`src/include/mcpwm_pkg.sv`:
```
//------------------------------------------------------------
// motor coil pwm controller constants
//------------------------------------------------------------
package mcpwm_pkg;

    //------------------------------------------------------------
    // sizes
    //------------------------------------------------------------
    localparam int NUM_CH = 4;
    localparam int CNT_W = 11;

    //------------------------------------------------------------
    // register byte addresses
    //------------------------------------------------------------
    localparam logic [7:0] ADDR_CTL0 = 8'h00;
    localparam logic [7:0] ADDR_PERIOD = 8'h08;
    localparam logic [7:0] ADDR_CHCTL0 = 8'h10;
    localparam logic [7:0] ADDR_DUTY0 = 8'h20;
    localparam logic [7:0] ADDR_STATUS = 8'h30;

    //------------------------------------------------------------
    // control register 0 fields
    //------------------------------------------------------------
    localparam int CTL0_PRE_LSB = 5;
    localparam int CTL0_FAST_BIT = 3;
    localparam int CTL0_DITHER_SELECT_BIT = 2;

    //------------------------------------------------------------
    // channel control fields
    //------------------------------------------------------------
    localparam int CHC_MODE_LSB = 6;
    localparam int CHC_ALIGN_LSB = 4;
    localparam int CHC_SIGN_BIT = 0;

    //------------------------------------------------------------
    // reset values
    //------------------------------------------------------------
    localparam logic [7:0] CTL0_RST = 8'h00;
    localparam logic [10:0] PERIOD_RST = 11'h000;
    localparam logic [7:0] CHCTL_RST = 8'h00;
    localparam logic [15:0] DUTY_RST = 16'h0000;

    // axi response codes
    localparam logic [1:0] RESP_OKAY = 2'b00;
    localparam logic [1:0] RESP_SLVERR = 2'b10;

    typedef enum logic [1:0] {
        MCPWM_HALF_A = 2'b00,
        MCPWM_HALF_B = 2'b01,
        MCPWM_FULL = 2'b10,
        MCPWM_DUAL = 2'b11
    } mcpwm_mode_t;

    typedef enum logic [1:0] {
        MCPWM_OFF = 2'b00,
        MCPWM_LEFT = 2'b01,
        MCPWM_RIGHT = 2'b10,
        MCPWM_CENTER = 2'b11
    } mcpwm_align_t;

endpackage

```
`src/logic/mcpwm_channel.sv`:
```
`timescale 1ns/100ps
// one pwm channel: compare, alignment, pin mapping
module mcpwm_channel
    import mcpwm_pkg::*;
(
    // clock
    input wire logic aclk,
    input wire logic aresetn,
    // timing
    input wire logic tick,
    input wire logic [10:0] cnt,
    input wire logic down,
    input wire logic period_start,
    input wire logic odd_period,
    input wire logic [10:0] period_top,
    // settings
    input wire logic fast,
    input wire logic dither,
    input wire logic [1:0] mode,
    input wire logic [1:0] align,
    input wire logic [15:0] duty,
    // pins
    output logic minus_pin,
    output logic plus_pin
);
    typedef struct packed {
        logic [10:0] cmp;
        logic minus;
        logic plus;
    } mcpwm_ch_st_t;
    mcpwm_ch_st_t st_reg, st_next;
    logic sign;
    logic [10:0] mag;
    logic pwm;
    logic [11:0] ctr_lo;

    // latch compare at period start so edges stay glitch free
    always_comb begin
        st_next = st_reg;
        sign = duty[15];
        // byte vs word interpretation of the duty value
        if (fast) begin
            mag = {duty[14:8], 4'h0};
        end else begin
            mag = duty[10:0];
        end
        if (period_start) begin
            // dither adds one lsb to an odd duty on odd periods and drops it on the others
            if (dither && !fast && odd_period && mag[0]) begin
                st_next.cmp = mag + 11'h001;
            end else if (dither && !fast) begin
                st_next.cmp = {mag[10:1], 1'b0};
            end else begin
                st_next.cmp = mag;
            end
        end
        // centre pulse starts half the off time into the period
        ctr_lo = ({1'b0, period_top} + 12'h001 - {1'b0, st_reg.cmp}) >> 1;
        case (align)
            MCPWM_LEFT: pwm = cnt < st_reg.cmp;
            // right pulse ends with the period; 12 bits keep the sum from wrapping
            MCPWM_RIGHT: pwm = ({1'b0, cnt} + {1'b0, st_reg.cmp}) > {1'b0, period_top};
            MCPWM_CENTER: pwm = (st_reg.cmp > period_top)
                || ({1'b0, cnt} >= ctr_lo && {1'b0, cnt} < ctr_lo + {1'b0, st_reg.cmp});
            default: pwm = 1'b0;
        endcase
        if (align == MCPWM_OFF) begin
            st_next.minus = 1'b0;
            st_next.plus = 1'b0;
        end else if (tick || period_start) begin
            case (mode)
                MCPWM_HALF_A: begin
                    st_next.minus = pwm;
                    st_next.plus = 1'b0;
                end
                MCPWM_HALF_B: begin
                    st_next.minus = 1'b0;
                    st_next.plus = pwm;
                end
                default: begin
                    // pwm on minus with plus high is positive current
                    st_next.minus = sign ? 1'b0 : pwm;
                    st_next.plus = sign ? pwm : 1'b1;
                end
            endcase
        end
        if (down) begin
            st_next.cmp = st_next.cmp;
        end
    end

    // state register
    always_ff @(posedge aclk) begin
        if (!aresetn) begin
            st_reg <= '0;
        end else begin
            st_reg <= st_next;
        end
    end
    assign minus_pin = st_reg.minus;
    assign plus_pin = st_reg.plus;
endmodule

```
`src/logic/mcpwm_top.sv`:
```
// Added by the designer: the AXI4-Lite interface to the registers and the address map.
`timescale 1ns/100ps
// four channel motor coil pwm controller with axi4-lite registers
module mcpwm_top
    import mcpwm_pkg::*;
(
    // clock and reset
    input wire logic aclk,
    input wire logic aresetn,
    // axi write address
    input wire logic [7:0] s_axi_awaddr,
    input wire logic s_axi_awvalid,
    output logic s_axi_awready,
    // axi write data
    input wire logic [31:0] s_axi_wdata,
    input wire logic [3:0] s_axi_wstrb,
    input wire logic s_axi_wvalid,
    output logic s_axi_wready,
    // axi write response
    output logic [1:0] s_axi_bresp,
    output logic s_axi_bvalid,
    input wire logic s_axi_bready,
    // axi read address
    input wire logic [7:0] s_axi_araddr,
    input wire logic s_axi_arvalid,
    output logic s_axi_arready,
    // axi read data
    output logic [31:0] s_axi_rdata,
    output logic [1:0] s_axi_rresp,
    output logic s_axi_rvalid,
    input wire logic s_axi_rready,
    // motor 0 pins
    output logic motor0_coil0_minus_pin,
    output logic motor0_coil0_plus_pin,
    output logic motor0_coil1_minus_pin,
    output logic motor0_coil1_plus_pin,
    // motor 1 pins
    output logic motor1_coil0_minus_pin,
    output logic motor1_coil0_plus_pin,
    output logic motor1_coil1_minus_pin,
    output logic motor1_coil1_plus_pin
);
    //------------------------------------------------------------
    // state
    //------------------------------------------------------------
    typedef struct packed {
        logic [7:0] ctl0;
        logic [10:0] period;
        logic [3:0][7:0] chctl;
        logic [3:0][15:0] duty;
        logic [1:0] pre_act;
        logic [2:0] pre_cnt;
        logic [10:0] cnt;
        logic down;
        logic odd;
        logic aw_got;
        logic [7:0] aw_addr;
        logic w_got;
        logic [31:0] w_data;
        logic [3:0] w_strb;
        logic bvalid;
        logic [1:0] bresp;
        logic rvalid;
        logic [31:0] rdata;
        logic [1:0] rresp;
        logic awready;
        logic wready;
        logic arready;
    } mcpwm_st_t;
    mcpwm_st_t st_reg, st_next;

    logic tick;
    logic period_start;
    logic [10:0] top;
    logic [7:0] idx;
    logic [3:0] pin_m;
    logic [3:0] pin_p;
    logic [2:0] pre_div;

    //------------------------------------------------------------
    // period and prescale decode
    //------------------------------------------------------------
    // prescaler divides by 1, 2, 4 or 8
    always_comb begin
        pre_div = 3'h0;
        case (st_reg.pre_act)
            2'b00: pre_div = 3'h0;
            2'b01: pre_div = 3'h1;
            2'b10: pre_div = 3'h3;
            default: pre_div = 3'h7;
        endcase
        // zero period counts the full 11-bit range
        top = (st_reg.period == 11'h000) ? 11'h7ff : st_reg.period;
    end
    assign tick = (st_reg.pre_cnt == pre_div);
    assign period_start = tick && !st_reg.down && (st_reg.cnt == 11'h000);

    //------------------------------------------------------------
    // next state: counter and register bus
    //------------------------------------------------------------
    always_comb begin
        st_next = st_reg;
        idx = 8'h00;
        // prescaled counter; centre channels share the same up count
        st_next.pre_cnt = tick ? 3'h0 : st_reg.pre_cnt + 3'h1;
        if (tick) begin
            if (st_reg.cnt >= top) begin
                st_next.cnt = 11'h000;
                st_next.odd = ~st_reg.odd;
                // new prescale only takes hold at the period boundary
                st_next.pre_act = st_reg.ctl0[CTL0_PRE_LSB+:2];
            end else begin
                st_next.cnt = st_reg.cnt + 11'h001;
            end
        end
        st_next.down = 1'b0;
        // write address and data may arrive in either order
        if (s_axi_awvalid && s_axi_awready) begin
            st_next.aw_got = 1'b1;
            st_next.aw_addr = s_axi_awaddr;
        end
        if (s_axi_wvalid && s_axi_wready) begin
            st_next.w_got = 1'b1;
            st_next.w_data = s_axi_wdata;
            st_next.w_strb = s_axi_wstrb;
        end
        if (st_reg.aw_got && st_reg.w_got && !st_reg.bvalid) begin
            st_next.aw_got = 1'b0;
            st_next.w_got = 1'b0;
            st_next.bvalid = 1'b1;
            st_next.bresp = RESP_OKAY;
            idx = st_reg.aw_addr;
            if ({idx[7:2], 2'b00} == ADDR_CTL0) begin
                if (st_reg.w_strb[0]) begin
                    st_next.ctl0 = st_reg.w_data[7:0];
                end
            end else if ({idx[7:2], 2'b00} == ADDR_PERIOD) begin
                if (st_reg.w_strb[0]) begin
                    st_next.period[7:0] = st_reg.w_data[7:0];
                end
                if (st_reg.w_strb[1]) begin
                    st_next.period[10:8] = st_reg.w_data[10:8];
                end
            end else if (idx[7:4] == ADDR_CHCTL0[7:4] && idx[1:0] == 2'b00) begin
                if (st_reg.w_strb[0]) begin
                    st_next.chctl[idx[3:2]] = st_reg.w_data[7:0];
                end
            end else if (idx[7:4] == ADDR_DUTY0[7:4] && idx[1:0] == 2'b00) begin
                // fast mode: the high byte alone updates the duty
                if (st_reg.w_strb[1]) begin
                    st_next.duty[idx[3:2]][15:8] = st_reg.w_data[15:8];
                end
                if (st_reg.w_strb[0] && !st_reg.ctl0[CTL0_FAST_BIT]) begin
                    st_next.duty[idx[3:2]][7:0] = st_reg.w_data[7:0];
                end
            end else begin
                st_next.bresp = RESP_SLVERR;
            end
        end
        if (st_reg.bvalid && s_axi_bready) begin
            st_next.bvalid = 1'b0;
        end
        // read path answers one cycle after the address is taken
        if (s_axi_arvalid && s_axi_arready) begin
            st_next.rvalid = 1'b1;
            st_next.rresp = RESP_OKAY;
            st_next.rdata = 32'h0000_0000;
            if ({s_axi_araddr[7:2], 2'b00} == ADDR_CTL0) begin
                st_next.rdata = {24'h00_0000, st_reg.ctl0};
            end else if ({s_axi_araddr[7:2], 2'b00} == ADDR_PERIOD) begin
                st_next.rdata = {21'h00_0000, st_reg.period};
            end else if (s_axi_araddr[7:4] == ADDR_CHCTL0[7:4] && s_axi_araddr[1:0] == 2'b00) begin
                st_next.rdata = {24'h00_0000, st_reg.chctl[s_axi_araddr[3:2]]};
            end else if (s_axi_araddr[7:4] == ADDR_DUTY0[7:4] && s_axi_araddr[1:0] == 2'b00) begin
                st_next.rdata = {16'h0000, st_reg.duty[s_axi_araddr[3:2]]};
            end else if ({s_axi_araddr[7:2], 2'b00} == ADDR_STATUS) begin
                // live counter state for software
                st_next.rdata = {18'h0_0000, st_reg.odd, st_reg.pre_act, st_reg.cnt};
            end else begin
                st_next.rresp = RESP_SLVERR;
            end
        end else if (st_reg.rvalid && s_axi_rready) begin
            st_next.rvalid = 1'b0;
        end
        // readies registered so every bus output leaves a flip-flop
        st_next.awready = !st_next.aw_got && !st_next.bvalid;
        st_next.wready = !st_next.w_got && !st_next.bvalid;
        st_next.arready = !st_next.rvalid;
    end

    //------------------------------------------------------------
    // registers
    //------------------------------------------------------------
    // all channels off after reset
    always_ff @(posedge aclk) begin
        if (!aresetn) begin
            st_reg <= '0;
            st_reg.ctl0 <= CTL0_RST;
            st_reg.period <= PERIOD_RST;
            st_reg.chctl <= {NUM_CH{CHCTL_RST}};
            st_reg.duty <= {NUM_CH{DUTY_RST}};
            // readies up in reset to match the idle flags
            st_reg.awready <= 1'b1;
            st_reg.wready <= 1'b1;
            st_reg.arready <= 1'b1;
        end else begin
            st_reg <= st_next;
        end
    end

    // ready terms held off while a transfer is in flight
    assign s_axi_awready = st_reg.awready;
    assign s_axi_wready = st_reg.wready;
    assign s_axi_arready = st_reg.arready;
    assign s_axi_bvalid = st_reg.bvalid;
    assign s_axi_bresp = st_reg.bresp;
    assign s_axi_rvalid = st_reg.rvalid;
    assign s_axi_rdata = st_reg.rdata;
    assign s_axi_rresp = st_reg.rresp;

    //------------------------------------------------------------
    // channels
    //------------------------------------------------------------
    // each channel owns a minus/plus pair; pairs are 0-1 and 2-3
    generate
        for (genvar ch = 0; ch < NUM_CH; ch++) begin : g_ch
            mcpwm_channel u_ch (
                .aclk(aclk),
                .aresetn(aresetn),
                .tick(tick),
                .cnt(st_reg.cnt),
                .down(st_reg.down),
                .period_start(period_start),
                .odd_period(st_reg.odd),
                .period_top(top),
                .fast(st_reg.ctl0[CTL0_FAST_BIT]),
                .dither(st_reg.ctl0[CTL0_DITHER_SELECT_BIT]),
                .mode(st_reg.chctl[ch][CHC_MODE_LSB+:2]),
                .align(st_reg.chctl[ch][CHC_ALIGN_LSB+:2]),
                .duty(st_reg.duty[ch]),
                .minus_pin(pin_m[ch]),
                .plus_pin(pin_p[ch])
            );
        end
    endgenerate

    // pin order: motor, then coil, minus before plus
    assign motor0_coil0_minus_pin = pin_m[0];
    assign motor0_coil0_plus_pin = pin_p[0];
    assign motor0_coil1_minus_pin = pin_m[1];
    assign motor0_coil1_plus_pin = pin_p[1];
    assign motor1_coil0_minus_pin = pin_m[2];
    assign motor1_coil0_plus_pin = pin_p[2];
    assign motor1_coil1_minus_pin = pin_m[3];
    assign motor1_coil1_plus_pin = pin_p[3];
endmodule

```
`config.mk`:
```
export PLATFORM = sky130hd
export DESIGN_NAME = mcpwm_top
export DESIGN_NICKNAME = d
export VERILOG_FILES = /design/src/include/mcpwm_pkg.sv /design/src/logic/mcpwm_channel.sv /design/src/logic/mcpwm_top.sv
export SDC_FILE = /design/constraint.sdc
export NUM_CORES = 1
export LEC_CHECK = 0
export ABC_AREA = 1
export BUFFER_PORTS_ARGS = -buffer_cell sky130_fd_sc_hd__buf_2
export CAP_MARGIN = 20
export CORE_MARGIN = 8
export CORE_UTILIZATION = 25
export CTS_BUF_LIST = sky130_fd_sc_hd__clkbuf_16
export DETAILED_ROUTE_END_ITERATION = 12
export GPL_TIMING_DRIVEN = 0
export PLACE_DENSITY_LB_ADDON = 0.12
export SLEW_MARGIN = 20
export SYNTH_ARGS = -nofsm -noshare
export SYNTH_HDL_FRONTEND = slang
export SYNTH_SLANG_ARGS = --single-unit
```
`constraint.sdc`:
```
create_clock -name aclk -period 6.7 [get_ports aclk]
set_input_delay 0.67 -clock aclk [delete_from_list [all_inputs] [get_ports aclk]]
set_output_delay 0.67 -clock aclk [all_outputs]
set_load 0.01 [all_outputs]
```
After elaboration in Yosys (flattened, before gate mapping)
Cells that the tools add are included.

Flip-flop bits (word level): 272. Input port bits: 59. Output and inout port bits: 49. Word-level logic and storage cells: 253.

Add/subtract/negate cells: 19. Order comparisons: 24. Eq/ne operators: 26. Muxes and demuxes: 73. Bitwise gates (word level): 5. Reduce and logical (&&, ||, !) cells: 65.

Operators by type and width (number): 2-to-1 mux 64 bit (7); bitwise mux 64 bit (2); 2-to-1 mux 11 bit (10); adder 11 x 11 -> 12 bit (8); 2-to-1 mux 16 bit (6); demux 16 bit (select 2 bit) (2); adder 11 x 1 -> 11 bit (second input constant) (5); greater-or-equal comparator 11 bit (5); greater-than comparator 12 x 11 -> 1 bit (4); less-than comparator 11 x 12 -> 1 bit (4); subtractor 12 x 11 -> 12 bit (4); greater-than comparator 11 bit (4); less-than comparator 11 bit (4); 2-to-1 mux 37 bit (1); binary-select mux 16 bit (select 2 bit) (1); bitwise mux 32 bit (1); logical AND 1 bit (27); 2-to-1 mux 8 bit (3); zero test 11 bit (2); zero test 2 bit (11); equality test 2 x 1 -> 1 bit (second input constant) (9); equality test 2 bit (second input constant) (9); 2-to-1 mux 2 bit (9); 2-to-1 mux 1 bit (17); other kinds (26) (57).

Depth between registers and ports, before layout
Gate-level depths: netlist of run 1.

Depth after elaboration: 13. Depth in mapped cells: 42.

Cells and area by module
A second synthesis of run 1 with hierarchy kept.

Cells, all modules: 3464. Area, all modules: 23720.2 um^2.

Modules (own cells, without submodules): mcpwm_top (times used 1, cells each 1358, area an instance 9116.2 um^2); mcpwm_channel at g_ch[0].u_ch ... (times used 2, cells each 524, area an instance 3631.0 um^2); mcpwm_channel at g_ch[2].u_ch (times used 1, cells each 530, area an instance 3686.0 um^2); mcpwm_channel at g_ch[3].u_ch (times used 1, cells each 528, area an instance 3656.0 um^2).

Worst setup path after synthesis of run 1
No wires, ideal clock.

Path type: reg2reg. Start point: register st_reg[208] (netlist name). End point: register g_ch[0].u_ch.st_reg, in the netlist g_ch[0].u_ch.plus_pin. Setup time: 0.125 ns. Arrival: 4.912 ns. Required time: 6.575 ns. Path slack: 1.663 ns. Cell stages (with the launch flop): 40. Path buffers: 0. Path through: dfxtp_1 > nor2_1 > and2_1 > nand2_4 > inv_6 > nor2_1 > nor3b_4 > xor2_1 > ha_1 > a21oi_1 > o21ai_0 > a21oi_1 > o21bai_1 > nand2_1 > nand2_1 > nand2_1 > nand2_1 > or2_2 > (+4 left out) > nor3_1 > nand2_1 > o211ai_1 > a21oi_1 > o21ai_0 > xor2_1 > ha_1 > inv_1 > nor2_1 > nand2_1 > nand3_1 > nand2_1 > inv_1 > nand2_1 > nand2_1 > nand2_1 > nand2_1 > a21oi_1.

Longest elaborated chain between the ends: 11.

Ends and longest elaborated chain: start, declared (RTL line mcpwm_top.sv:70) `mcpwm_st_t st_reg, st_next;`; start signal, assigned (RTL line mcpwm_top.sv:207) `st_reg <= st_next;`; zero test 11 bit (RTL line mcpwm_top.sv:93) `top = (st_reg.period == 11'h000) ? 11'h7ff : st_reg.period;`; 2-to-1 mux 11 bit * (RTL line mcpwm_top.sv:93); adder 11 x 1 -> 12 bit (RTL line mcpwm_channel.sv:58) `ctr_lo = ({1'b0, period_top} + 12'h001 - {1'b0, st_reg.cmp}) >> 1;`; subtractor 12 x 11 -> 12 bit (RTL line mcpwm_channel.sv:58); adder 11 x 11 -> 12 bit (RTL line mcpwm_channel.sv:64) `|| ({1'b0, cnt} >= ctr_lo && {1'b0, cnt} < ctr_lo + {1'b0, st_reg.cmp});`; less-than comparator 11 x 12 -> 1 bit (RTL line mcpwm_channel.sv:64); logical AND 1 bit (RTL line mcpwm_channel.sv:64); logical OR 1 bit (RTL line mcpwm_channel.sv:64); case mux 1 bit (3 select lines) * (RTL line mcpwm_channel.sv:59) `case (align)`; 2-to-1 mux 1 bit (RTL line mcpwm_channel.sv:83) `st_next.plus = sign ? pwm : 1'b1;`; case mux 2 bit (2 select lines) * (RTL line mcpwm_channel.sv:71) `case (mode)`; end signal, assigned (RTL line mcpwm_channel.sv:97) `st_reg <= st_next;`; end, declared (RTL line mcpwm_channel.sv:31) `mcpwm_ch_st_t st_reg, st_next;`.

Every way passes the cells marked *; elsewhere a longest branch is shown, timed or not. A chain may end at the register's enable or synchronous reset.

Worst setup path after layout of run 1
Start point: register st_reg[208] (netlist name). End point: register g_ch[1].u_ch.st_reg, in the netlist g_ch[1].u_ch.plus_pin.

Longest elaborated chain between the ends: 11.

Ends and longest elaborated chain (RTL line): zero test 11 bit (mcpwm_top.sv:93); 2-to-1 mux 11 bit * (mcpwm_top.sv:93); adder 11 x 1 -> 12 bit (mcpwm_channel.sv:58); subtractor 12 x 11 -> 12 bit (mcpwm_channel.sv:58); adder 11 x 11 -> 12 bit (mcpwm_channel.sv:64); less-than comparator 11 x 12 -> 1 bit (mcpwm_channel.sv:64); logical AND 1 bit (mcpwm_channel.sv:64); logical OR 1 bit (mcpwm_channel.sv:64); case mux 1 bit (3 select lines) * (mcpwm_channel.sv:59); 2-to-1 mux 1 bit (mcpwm_channel.sv:83); case mux 2 bit (2 select lines) * (mcpwm_channel.sv:71); end signal, assigned (mcpwm_channel.sv:97); end, declared (mcpwm_channel.sv:31).

Marked as above.

==> reports/metrics.yaml, run 1 <==
status:
  outcome: "completed"
timing:
  min_period_over_period_pct: 94.51
  finalSetupTns_ps: 0
  layout_setup_ws_ps: 367.5
  slew_headroom_pct: 19.24
  max_slew.worst_pin.slew_ps: 1211
  clock_skew_ps: 21.02
  hold_violations: 0
  holdWs_ps: 345.3
  setup_violations: 0
  fmax_mhz: 157.9
  slew_violations: 0
  min_period_ps: 6332
detailed_routing:
  routed_wl_um: 92240
  drt_first_pass_iters: 5
  dr.first_iter.drc_count: 1408
  met3WireLength_um: 3476
  route.detailed.drc: 0
  vias_per_cell: 4.760
  met2_length_um: 42090
  drt-wirelength-per-cell_um: 20.64
  vias: 21280
  antenna_left: 0
  m1WireLength_um: 44640
  top_layer_used: "met4"
grt:
  grt_max_degree: 20
  grt_pass1_vias: 20840
  grt_usage_pct: 18.22
  grt_pass1_wl_um: 137000
  antenna_found_initial: 1
  gr-total-overflow: 0
die:
  die_h_um: 312.2
  die_width_um: 312.2
  design.die.area_sq_um: 97440
  initial_core_util_pct: 25.24
  core_sq_um: 86890
  rows: 108
  io_pins: 108
yosys:
  yosysWarnings: 0
  synth_cell_type_count: 54
  ys.flop_type: "dfxtp_1"
  ys_ff_latch: 235
  syn_inst: 3151
  yosys-top-cells-area: "dfxtp_1, ha_1, a21oi_1"
  synth_most_common_cell: "nand2_1"
  synth_area_sq_um: 21930
  synth_seq_area_share_pct: 21.46
  netlist.area_leader.share_pct: 21.46
  yosys-top-cells-count: "nand2_1, inv_1, a21oi_1"
  synth_edf_count: 0
  async_flop_share_pct: 0
  synth_top_area_cell: "dfxtp_1"
  syn_avg_cell_area_sq_um: 6.959
place:
  numPortBuffers: 68
  dpl_cell_area_sq_um: 24170
  dpl.hpwl_um: 73560
  globalplace.congestion: 0.9201
  pre_cts_slack_ps: -698.1
cts:
  clock_latency_ps: 590
  cts_made_buffers: 30
  cts_sinks: 235
  clock_path_buffers: 3
  htreeDepth: 1
  cts_tree: "built"
  cts-root-buf: "clkbuf_16"
  clkTransAtPathRegs_ps: 60
cells_and_area:
  finalNetCount: 3728
  n_antenna_cell: 0
  area_growth_pct: 15.18
  largest_register_ffs: 160
  final_util_pct: 29.07
  design_area_sq_um: 25260
  drive_gt1_share_pct: 7.240
setup_path:
  cpPeakStageDelay_ps: 480
  cp_slowest_cell: "dfxtp_2"
  worstPathRequired_ps: 7140
  cp-end-kind: "register"
  start_kind: "register"
  path_class: "reg2reg"
  arrival_ps: 6770
  critPathMaxFanout: 10
  cp_common_cell: "nand2_1"
flow_run:
  maxCapViolCount: 0
power:
  peakVddDrop_mv: 0.2001
  p_per_area_nw_per_um2: 252.7
  leakage_nw: 12.20
worst_hold_path:
  worstHoldPathType: "in2reg"
==> critical path, delay by kind of cell (launching register included) <==
kind	cells	cell delay [ps]
buffers and inverters	6	890
adders and majority gates	4	1300
xor gates and xnor gates	1	170
DFF	1	480
and+or+nand+nor	18	2080
AOI/OAI and AO/OA	8	1230
==> stage by stage <==
| step | total power, W | instances |
|---|---|---|
| after floorplan | 0.004019 | 3168 |
| after global placement | 0.004865 | 4391 |
| after detailed placement | 0.004847 | 4408 |
| after CTS | 0.006423 | 4463 |
| after global routing | 0.006990 | 4470 |
| final | 0.006382 | 4470 |
==> timing repair <==
action                     4_1_cts  5_1_grt
buffers inserted                 3        7
hold buffers                     0        0
pin swaps                        1        3
resized for setup                8       15
setup endpoints to repair        8        8
==> final timing paths <==
check / startpoint / end / slack, ps / cells past startpoint
setup / recovery: st_reg[208] / g_ch[1].u_ch.plus_pin / 370 / 37
hold / removal: s_axi_awaddr[5] / st_reg[83] / 350 / 3
setup reg to reg: st_reg[208] / g_ch[1].u_ch.plus_pin / 370 / 37
hold reg to reg: st_reg[170] / st_reg[170] / 440 / 2
==> cell type report <==
type | count | area (sq um)
clock buffer | 30 | 750.7
inverter | 456 | 1720
buffer | 125 | 613.1
clock inverter | 22 | 156.4
fill | 9658 | 61630
timing repair buffer | 95 | 745.7
sequential | 235 | 4718
tap | 1155 | 1445
multi-input combinational | 2352 | 15110
==> report_power, final <==
group | internal (W) | switching, W | leakage, nW | total, W
Combinational | 0.00124 | 0.00205 | 9.81 | 0.00329
Sequential | 0.00145 | 0.000100 | 1.92 | 0.00155
Clock | 0.000879 | 0.000659 | 0.474 | 0.00154
Total | 0.00357 | 0.00281 | 12.2 | 0.00638
==> cell families after synthesis <==
family	synth area share [%]
and+or+nand+nor	18.24
AOI/OAI and AO/OA	21.49
adders and majority gates	21.75
xor gates and xnor gates	6.431
DFF	21.46
other	0.01710
buffers and inverters	10.61
==> layout by cell type (no fill, tap or decap), types with 9 or more instances in the layout <==
| cell type | n |
|---|---|
| nand2_1 | 475 |
| inv_1 | 451 |
| a21oi_1 | 411 |
| ha_1 | 360 |
| o21ai_0 | 282 |
| nor2_1 | 225 |
| dfxtp_1 | 224 |
| xor2_1 | 117 |
| nand3_1 | 92 |
| clkbuf_1 | 75 |
| buf_2 | 74 |
| a211oi_1 | 60 |
| buf_4 | 45 |
| xnor2_1 | 41 |
| nor3_1 | 41 |
| nand4_1 | 41 |
| clkbuf_16 | 30 |
| a31oi_1 | 28 |
| o21bai_1 | 18 |
| conb_1 | 18 |
| a21o_1 | 14 |
| fa_1 | 12 |
| dfxtp_2 | 11 |
| nor2_4 | 10 |
| inv_2 | 9 |
| nor4_1 | 9 |
| buf_1 | 9 |
| buf_12 | 9 |
==> routing by layer <==
metal / GRT usage, % / vias to the layer above
met4: 3.932 / 0
met1: 25.40 / 9898
met5: 0 / -
li1: - / 10850
met3: 1.452 / 80
met2: 30.54 / 446
Note: power is estimated with default switching activity, not from simulation.
==> run 2: changes to the inputs <==
--- a/config.mk
+++ b/config.mk
@@ -8,6 +8,8 @@
 export ABC_AREA = 1
 export BUFFER_PORTS_ARGS = -buffer_cell sky130_fd_sc_hd__buf_2
 export CAP_MARGIN = 20
+export CELL_PAD_IN_SITES_DETAIL_PLACEMENT = 1
+export CELL_PAD_IN_SITES_GLOBAL_PLACEMENT = 1
 export CORE_MARGIN = 8
 export CORE_UTILIZATION = 25
 export CTS_BUF_LIST = sky130_fd_sc_hd__clkbuf_16
==> reports/metrics.yaml, run 2 (synthesized netlist as in run 1, its figures left out) <==
cts:
  htreeDepth: 1  # unchanged
  cts_sinks: 235  # unchanged
  clkTransAtPathRegs_ps: 60  # about the same
  cts-root-buf: "clkbuf_16"
  cts_tree: "built"
  clock_latency_ps: 580  # about the same
  cts_made_buffers: 29  # -3.3%
  clock_path_buffers: 3  # unchanged
  hold_buffers: 0  # unchanged
cells_and_area:
  layout_common_cells: "nand2_1, inv_1, a21oi_1, ha_1, o21ai_0"
  finalNetCount: 3731  # +0.080%
  final_common_cell: "nand2_1"
  drive_gt1_share_pct: 7.558  # +0.32 points
  fill_cells: 10790  # +12%
  largest_register_ffs: 160  # unchanged
  multiInputGateArea_sq_um: 15120  # about the same
  seq_area_sq_um: 4725  # +0.13%
  area_growth_pct: 15.07  # about the same
  n_antenna_cell: 0  # unchanged
power:
  peakVddDrop_mv: 0.1792  # -10%
  leakage_nw: 12.21  # about the same
  p_per_area_nw_per_um2: 255.9  # +1.3%
  clockPowerShare_pct: 22.8  # -1.3 points
  pwr-share-seq_pct: 24.0  # -0.4 points
  pwr-share-comb_pct: 53.2  # +1.7 points
  power_w: 0.006458  # +1.2%
  p_sw_w: 0.002915  # +3.6%
  p_sw_share_pct: 45.14  # +1.1 points
  power.internal_w: 0.003543  # -0.75%
grt:
  grt_pass1_vias: 22900  # +9.9%
  gr-total-overflow: 0  # unchanged
  grt_pass1_wl_um: 147000  # +7.3%
  grt_max_degree: 21  # +5.0%
  grt_usage_pct: 19.69  # +1.5 points
  antenna_found_initial: 2  # +1
die:
  design.die.area_sq_um: 97440  # unchanged
  die_h_um: 312.2  # unchanged
  io_pins: 108  # unchanged
  rows: 108  # unchanged
  core_sq_um: 86890  # unchanged
  die_width_um: 312.2  # unchanged
  initial_core_util_pct: 25.24  # unchanged
detailed_routing:
  vias_per_cell: 4.949  # +4.0%
  dr.first_iter.drc_count: 1161  # -18%
  routed_wl_um: 99810  # +8.2%
  antenna_left: 0  # unchanged
  vias: 22150  # +4.1%
  drt_first_pass_iters: 5  # unchanged
  route.detailed.drc: 0  # unchanged
  drt-wirelength-per-cell_um: 22.30  # +8.1%
setup_path:
  arrival_ps: 6670  # -100 ps
  cp-end-kind: "register"
  path_depth: 33  # -11%
  reg2reg_slack_ps: 520  # +160 ps
  cpPeakStageDelay_ps: 460  # -20 ps
  r2r_cells: 33  # -11%
  worstReg2RegEnd: "g_ch[1].u_ch.plus_pin"
  cp_slowest_cell: "ha_1"
  path_buf_inv: 4  # -2
  setup.worst_path.end: "g_ch[1].u_ch.plus_pin"
  worstPathRequired_ps: 7190  # +50 ps
  cpLargestDelayFamily: "compound AO/OA/AOI/OAI gates"
  start_kind: "register"
  path_class: "reg2reg"
  cp_common_cell: "nand2_1"
  timing.rr.start: "st_reg[209]"
  critPathMaxFanout: 10  # unchanged
  worstSetupStartpoint: "st_reg[209]"
timing:
  slew_headroom_pct: 26.44  # +7.2 points
  finalSetupTns_ps: 0  # unchanged
  slew_violations: 0  # unchanged
  hold_violations: 0  # unchanged
  setup_violations: 0  # unchanged
  fmax_mhz: 161.9  # +2.5%
  min_period_over_period_pct: 92.18  # -2.3 points
  rsz0062_at_grt: "yes"
  min_period_ps: 6176  # -156.3 ps
  clock_skew_ps: 8.335  # -12.69 ps
  max_slew.worst_pin.slew_ps: 1102  # -109.2 ps
worst_hold_path:
  min_from: "s_axi_wdata[14]"
  min_path_cells: 3  # unchanged
  worstHoldPathType: "in2reg"
place:
  dpl.hpwl_um: 81300  # +11%
  globalplace.congestion: 0.8954  # -2.7%
  numPortBuffers: 68  # unchanged
status:
  outcome: "completed"
flow_run:
  maxCapViolCount: 0  # unchanged
-- run 2: worst register-to-register path, delay by kind of cell (launching register included) --
| kind | cells | cell delay (ps) |
|---|---|---|
| AO/OA/AOI/OAI | 8 | 1660 |
| AND/OR/NAND/NOR | 14 | 1470 |
| adder cells (fa/ha/maj) | 4 | 1250 |
| buffers and inverters | 4 | 660 |
| XOR/XNOR | 3 | 610 |
| flip-flops | 1 | 440 |
-- run 2: power by group through the flow --
stage	sequential, W	clock (W)	combinational, W
floorplan	0.00154	0	0.00248
global placement	0.00160	0	0.00325
detailed placement	0.00158	0	0.00340
CTS	0.00155	0.00151	0.00344
global route	0.00156	0.00157	0.00392
finish	0.00155	0.00147	0.00343
-- run 2: how the worst min path moves through the flow --
stage                       end  slack, ps
floorplan           st_reg[170]        420
finish               st_reg[59]        350
global placement    st_reg[171]        430
detailed placement  st_reg[172]        440
CTS                  st_reg[59]        330
global route         st_reg[56]        370
-- run 2: per-layer routing --
metal  global-route usage [%]  up-vias  wire, um
met2                    33.03      442     45460
met3                    2.515      144      4215
met5                        0        -         0
li1                         -    10830         -
met4                    6.690        0      4145
met1                    25.93    10730     45990
-- run 2: area by class of cell --
type | instances | area share, %
timing repair buffer | 99 | 2.941
tap | 1155 | 5.727
inverter | 456 | 6.843
sequential | 235 | 18.72
clock buffer | 29 | 2.876
buffer | 125 | 2.435
clock inverter | 25 | 0.5455
multi-input combinational | 2352 | 59.91
-- run 2: through the flow --
step	setup slack (ps)	cell area, sq um	instances	hold slack, ps	util (%)
after floorplan	1663	21990	3168	420.5	-
after global routing	-22.46	25230	4476	373.6	29.04
after CTS	37.24	25090	4465	325.3	28.87
after global placement	-1461	23780	4391	429.2	27.36
after detailed placement	-645.5	24140	4407	435.7	27.78
final	523.8	25230	4476	349.7	29.04
-- run 2: repair_timing --
item / CTS / global route
gates resized for setup: 9 / 21
setup buffers: 4 / 11
endpoints found under the setup margin: 8 / 8
gates cloned: 0 / 0
pin swaps: 0 / 4
==> run 3: changes to the inputs <==
--- a/config.mk
+++ b/config.mk
@@ -5,7 +5,7 @@
 export SDC_FILE = /design/constraint.sdc
 export NUM_CORES = 1
 export LEC_CHECK = 0
-export ABC_AREA = 1
+export ABC_AREA = 0
 export BUFFER_PORTS_ARGS = -buffer_cell sky130_fd_sc_hd__buf_2
 export CAP_MARGIN = 20
 export CELL_PAD_IN_SITES_DETAIL_PLACEMENT = 1
==> constraint.sdc (replaced) <==
create_clock -name aclk -period 6.97 [get_ports aclk]
set_input_delay 0.697 -clock aclk [delete_from_list [all_inputs] [get_ports aclk]]
set_output_delay 0.697 -clock aclk [all_outputs]
set_load 0.01 [all_outputs]
==> reports/metrics.yaml, run 3 <==
detailed_routing:
  drt_first_pass_iters: 5  # unchanged
  route.detailed.drc: 0  # unchanged
  routed_wl_um: 96070  # -3.7%
  m1WireLength_um: 42080  # -8.5%
  drt-wirelength-per-cell_um: 23.49  # +5.3%
  met3WireLength_um: 2672  # -37%
  met2_length_um: 48110  # +5.8%
  antenna_left: 0  # unchanged
  dr.first_iter.drc_count: 953  # -18%
  vias_per_cell: 5.088  # +2.8%
  top_layer_used: "met4"
  vias: 20810  # -6.1%
die:
  design.die.area_sq_um: 100100  # +2.8%
  die_h_um: 316.4  # +1.4%
  io_pins: 108  # unchanged
  core_sq_um: 89740  # +3.3%
  die_width_um: 316.4  # +1.4%
  rows: 110  # +1.9%
  initial_core_util_pct: 25.14  # -0.093 points
power:
  p_per_area_nw_per_um2: 140.9  # -45%
  peakVddDrop_mv: 0.1617  # -9.8%
  power_w: 0.003657  # -43%
  leakage_nw: 11.00  # -9.9%
cts:
  clock_path_buffers: 3  # unchanged
  clock_latency_ps: 550  # -30 ps
  hold_buffers: 0  # unchanged
  clkTransAtPathRegs_ps: 70  # about the same
  cts_made_buffers: 27  # -6.9%
  cts_sinks: 235  # unchanged
  cts-root-buf: "clkbuf_16"
  cts_tree: "built"
  htreeDepth: 1  # unchanged
timing:
  hold_violations: 0  # unchanged
  rsz0062_at_grt: "no"
  clock_skew_ps: 15.88  # +7.548 ps
  slew_headroom_pct: 35.03  # +8.6 points
  setup_violations: 0  # unchanged
  max_slew.worst_pin.slew_ps: 974.6  # -127.6 ps
  min_period_over_period_pct: 94.69  # +2.5 points
  slew_violations: 0  # unchanged
  min_period_ps: 6600  # +423.6 ps
  fmax_mhz: 151.5  # -6.4%
  finalSetupTns_ps: 0  # unchanged
yosys:
  yosys-top-cells-count: "ha_1, nand2_1, dfxtp_1"
  synth_area_sq_um: 22560  # +2.9%
  syn_inst: 2748  # -13%
  synth_most_common_cell: "ha_1"
  synth_edf_count: 0  # unchanged
  ys_ff_latch: 235  # unchanged
  async_flop_share_pct: 0  # unchanged
  yosys-top-cells-area: "dfxtp_1, ha_1, nand2_1"
  synth_top_area_cell: "dfxtp_1"
  netlist.area_leader.share_pct: 20.85  # -0.60 points
  synth_seq_area_share_pct: 20.85  # -0.60 points
  yosysWarnings: 0  # unchanged
  syn_avg_cell_area_sq_um: 8.211  # +18%
  ys.flop_type: "dfxtp_1"
  synth_cell_type_count: 88  # +63%
setup_path:
  cp-end-kind: "register"
  path_class: "reg2reg"
  arrival_ps: 7060  # +390 ps
  critPathMaxFanout: 6  # -4
  worstPathRequired_ps: 7430  # +240 ps
  start_kind: "register"
status:
  outcome: "completed"
grt:
  grt_pass1_vias: 22480  # -1.9%
  antenna_found_initial: 2  # unchanged
  grt_max_degree: 24  # +14%
  grt_usage_pct: 18.74  # -0.95 points
  grt_pass1_wl_um: 142500  # -3.0%
  gr-total-overflow: 0  # unchanged
cells_and_area:
  design_area_sq_um: 25960  # +2.9%
  drive_gt1_share_pct: 10.23  # +2.7 points
  final_common_cell: "ha_1"
  finalNetCount: 3327  # -11%
  largest_register_ffs: 160  # unchanged
  layout_common_cells: "ha_1, nand2_1, dfxtp_1, inv_1, nor2_1"
  area_growth_pct: 15.06  # about the same
  final_util_pct: 28.93  # -0.11 points
  fill_cells: 10700  # -0.82%
flow_run:
  maxCapViolCount: 0  # unchanged
worst_hold_path:
  worstHoldPathType: "in2reg"
place:
  dpl_cell_area_sq_um: 24900  # +3.2%
  globalplace.congestion: 0.8664  # -3.2%
  numPortBuffers: 68  # unchanged
  dpl.hpwl_um: 80090  # -1.5%
-- run 3: changes by cell type after synthesis, moves of 37 or more --
cell / change
inv_1: -281
xor2_1: -44
nor2b_1: +110
nand2_1: -121
mux2i_1: +85
a21oi_1: -278
nand3_1: -37
nor2_1: -90
o21ai_0: -184
a21boi_0: +107
xnor2_1: +46
a211oi_1: -42
-- run 3: path summary, 6_finish.rpt --
| check | start | to | slack [ps] | cells past startpoint |
|---|---|---|---|---|
| max reg2reg | st_reg[203] | g_ch[1].u_ch.minus_pin | 370 | 25 |
| min reg2reg | st_reg[185] | st_reg[185] | 460 | 2 |
| max | st_reg[203] | g_ch[1].u_ch.minus_pin | 370 | 25 |
| min | s_axi_wdata[10] | st_reg[55] | 390 | 3 |
-- run 3: per-stage QoR --
step	worst slack (ps)	hold slack, ps	cells
2_1_floorplan	797.9	437.7	2765
3_3_place_gp	-2833	447.6	4009
3_5_place_dp	-1995	457.1	4032
4_1_cts	3.441	376.3	4082
5_1_grt	5.556	386.8	4089
6_report	370.2	394.8	4090
-- run 3: cell families (layout without fill, tap and decap cells) --
logic type / Yosys count / after routing / synth area share, %
DFF: 235 / 235 / 20.85
other: 1 / 19 / 0.01662
xor gates and xnor gates: 163 / 163 / 6.327
buffers and inverters: 296 / 444 / 5.601
muxes: 112 / 112 / 6.316
AOI/OAI and AO/OA: 613 / 613 / 18.47
adders and majority gates: 380 / 380 / 21.41
and+or+nand+nor: 948 / 948 / 21.02
-- run 3: final cells by class --
| cell class | count | area [sq um] | area share (%) |
|---|---|---|---|
| Buffer | 126 | 629.4 | 2.424 |
| Tap cell | 1176 | 1471 | 5.668 |
| Antenna cell | 1 | 2.502 | 0.009639 |
| Inverter | 168 | 634.4 | 2.444 |
| Timing Repair Buffer | 102 | 788.3 | 3.036 |
| Sequential cell | 235 | 4720 | 18.18 |
| Clock buffer | 27 | 675.6 | 2.603 |
| Multi-Input combinational cell | 2234 | 16940 | 65.25 |
| Clock inverter | 21 | 100.1 | 0.3856 |
-- run 3: repair_timing --
| action | CTS | global route |
|---|---|---|
| pin swaps | 3 | 6 |
| gates resized for setup | 22 | 23 |
| setup endpoints to repair | 8 | 8 |
| buffers inserted | 3 | 8 |
-- run 3: report_power, final --
part | switching (W) | internal [W] | total, W
clock | 0.000589 | 0.000699 | 0.00129
combinational | 0.000561 | 0.000393 | 0.000954
sequential | 0.0000451 | 0.00137 | 0.00142
-- run 3: layer usage --
layer  track usage, %  vias up
met1            22.91    10280
met5                0        -
met2            34.68      331
met3            1.524      129
met4            5.547        0
li1                 -    10070
-- run 3: worst max-delay path: stages (launching register included) --
cell	delay, ps
dfxtp_1	590
nor2_1	160
a31oi_2	440
inv_1	260
ha_4	400
clkinvlp_4	230
fa_1	490
nor2b_1	140
o21ai_1	120
a21boi_1	220
o21ai_0	150
a21o_1	240
and4_1	190
or3_1	400
ha_1	240
nand2b_1	170
nor3_1	170
a21oi_1	70
o211ai_1	90
nor3b_1	80
ha_1	190
or3_1	420
o221a_2	310
a311oi_2	330
o31ai_1	170
o31ai_1	240
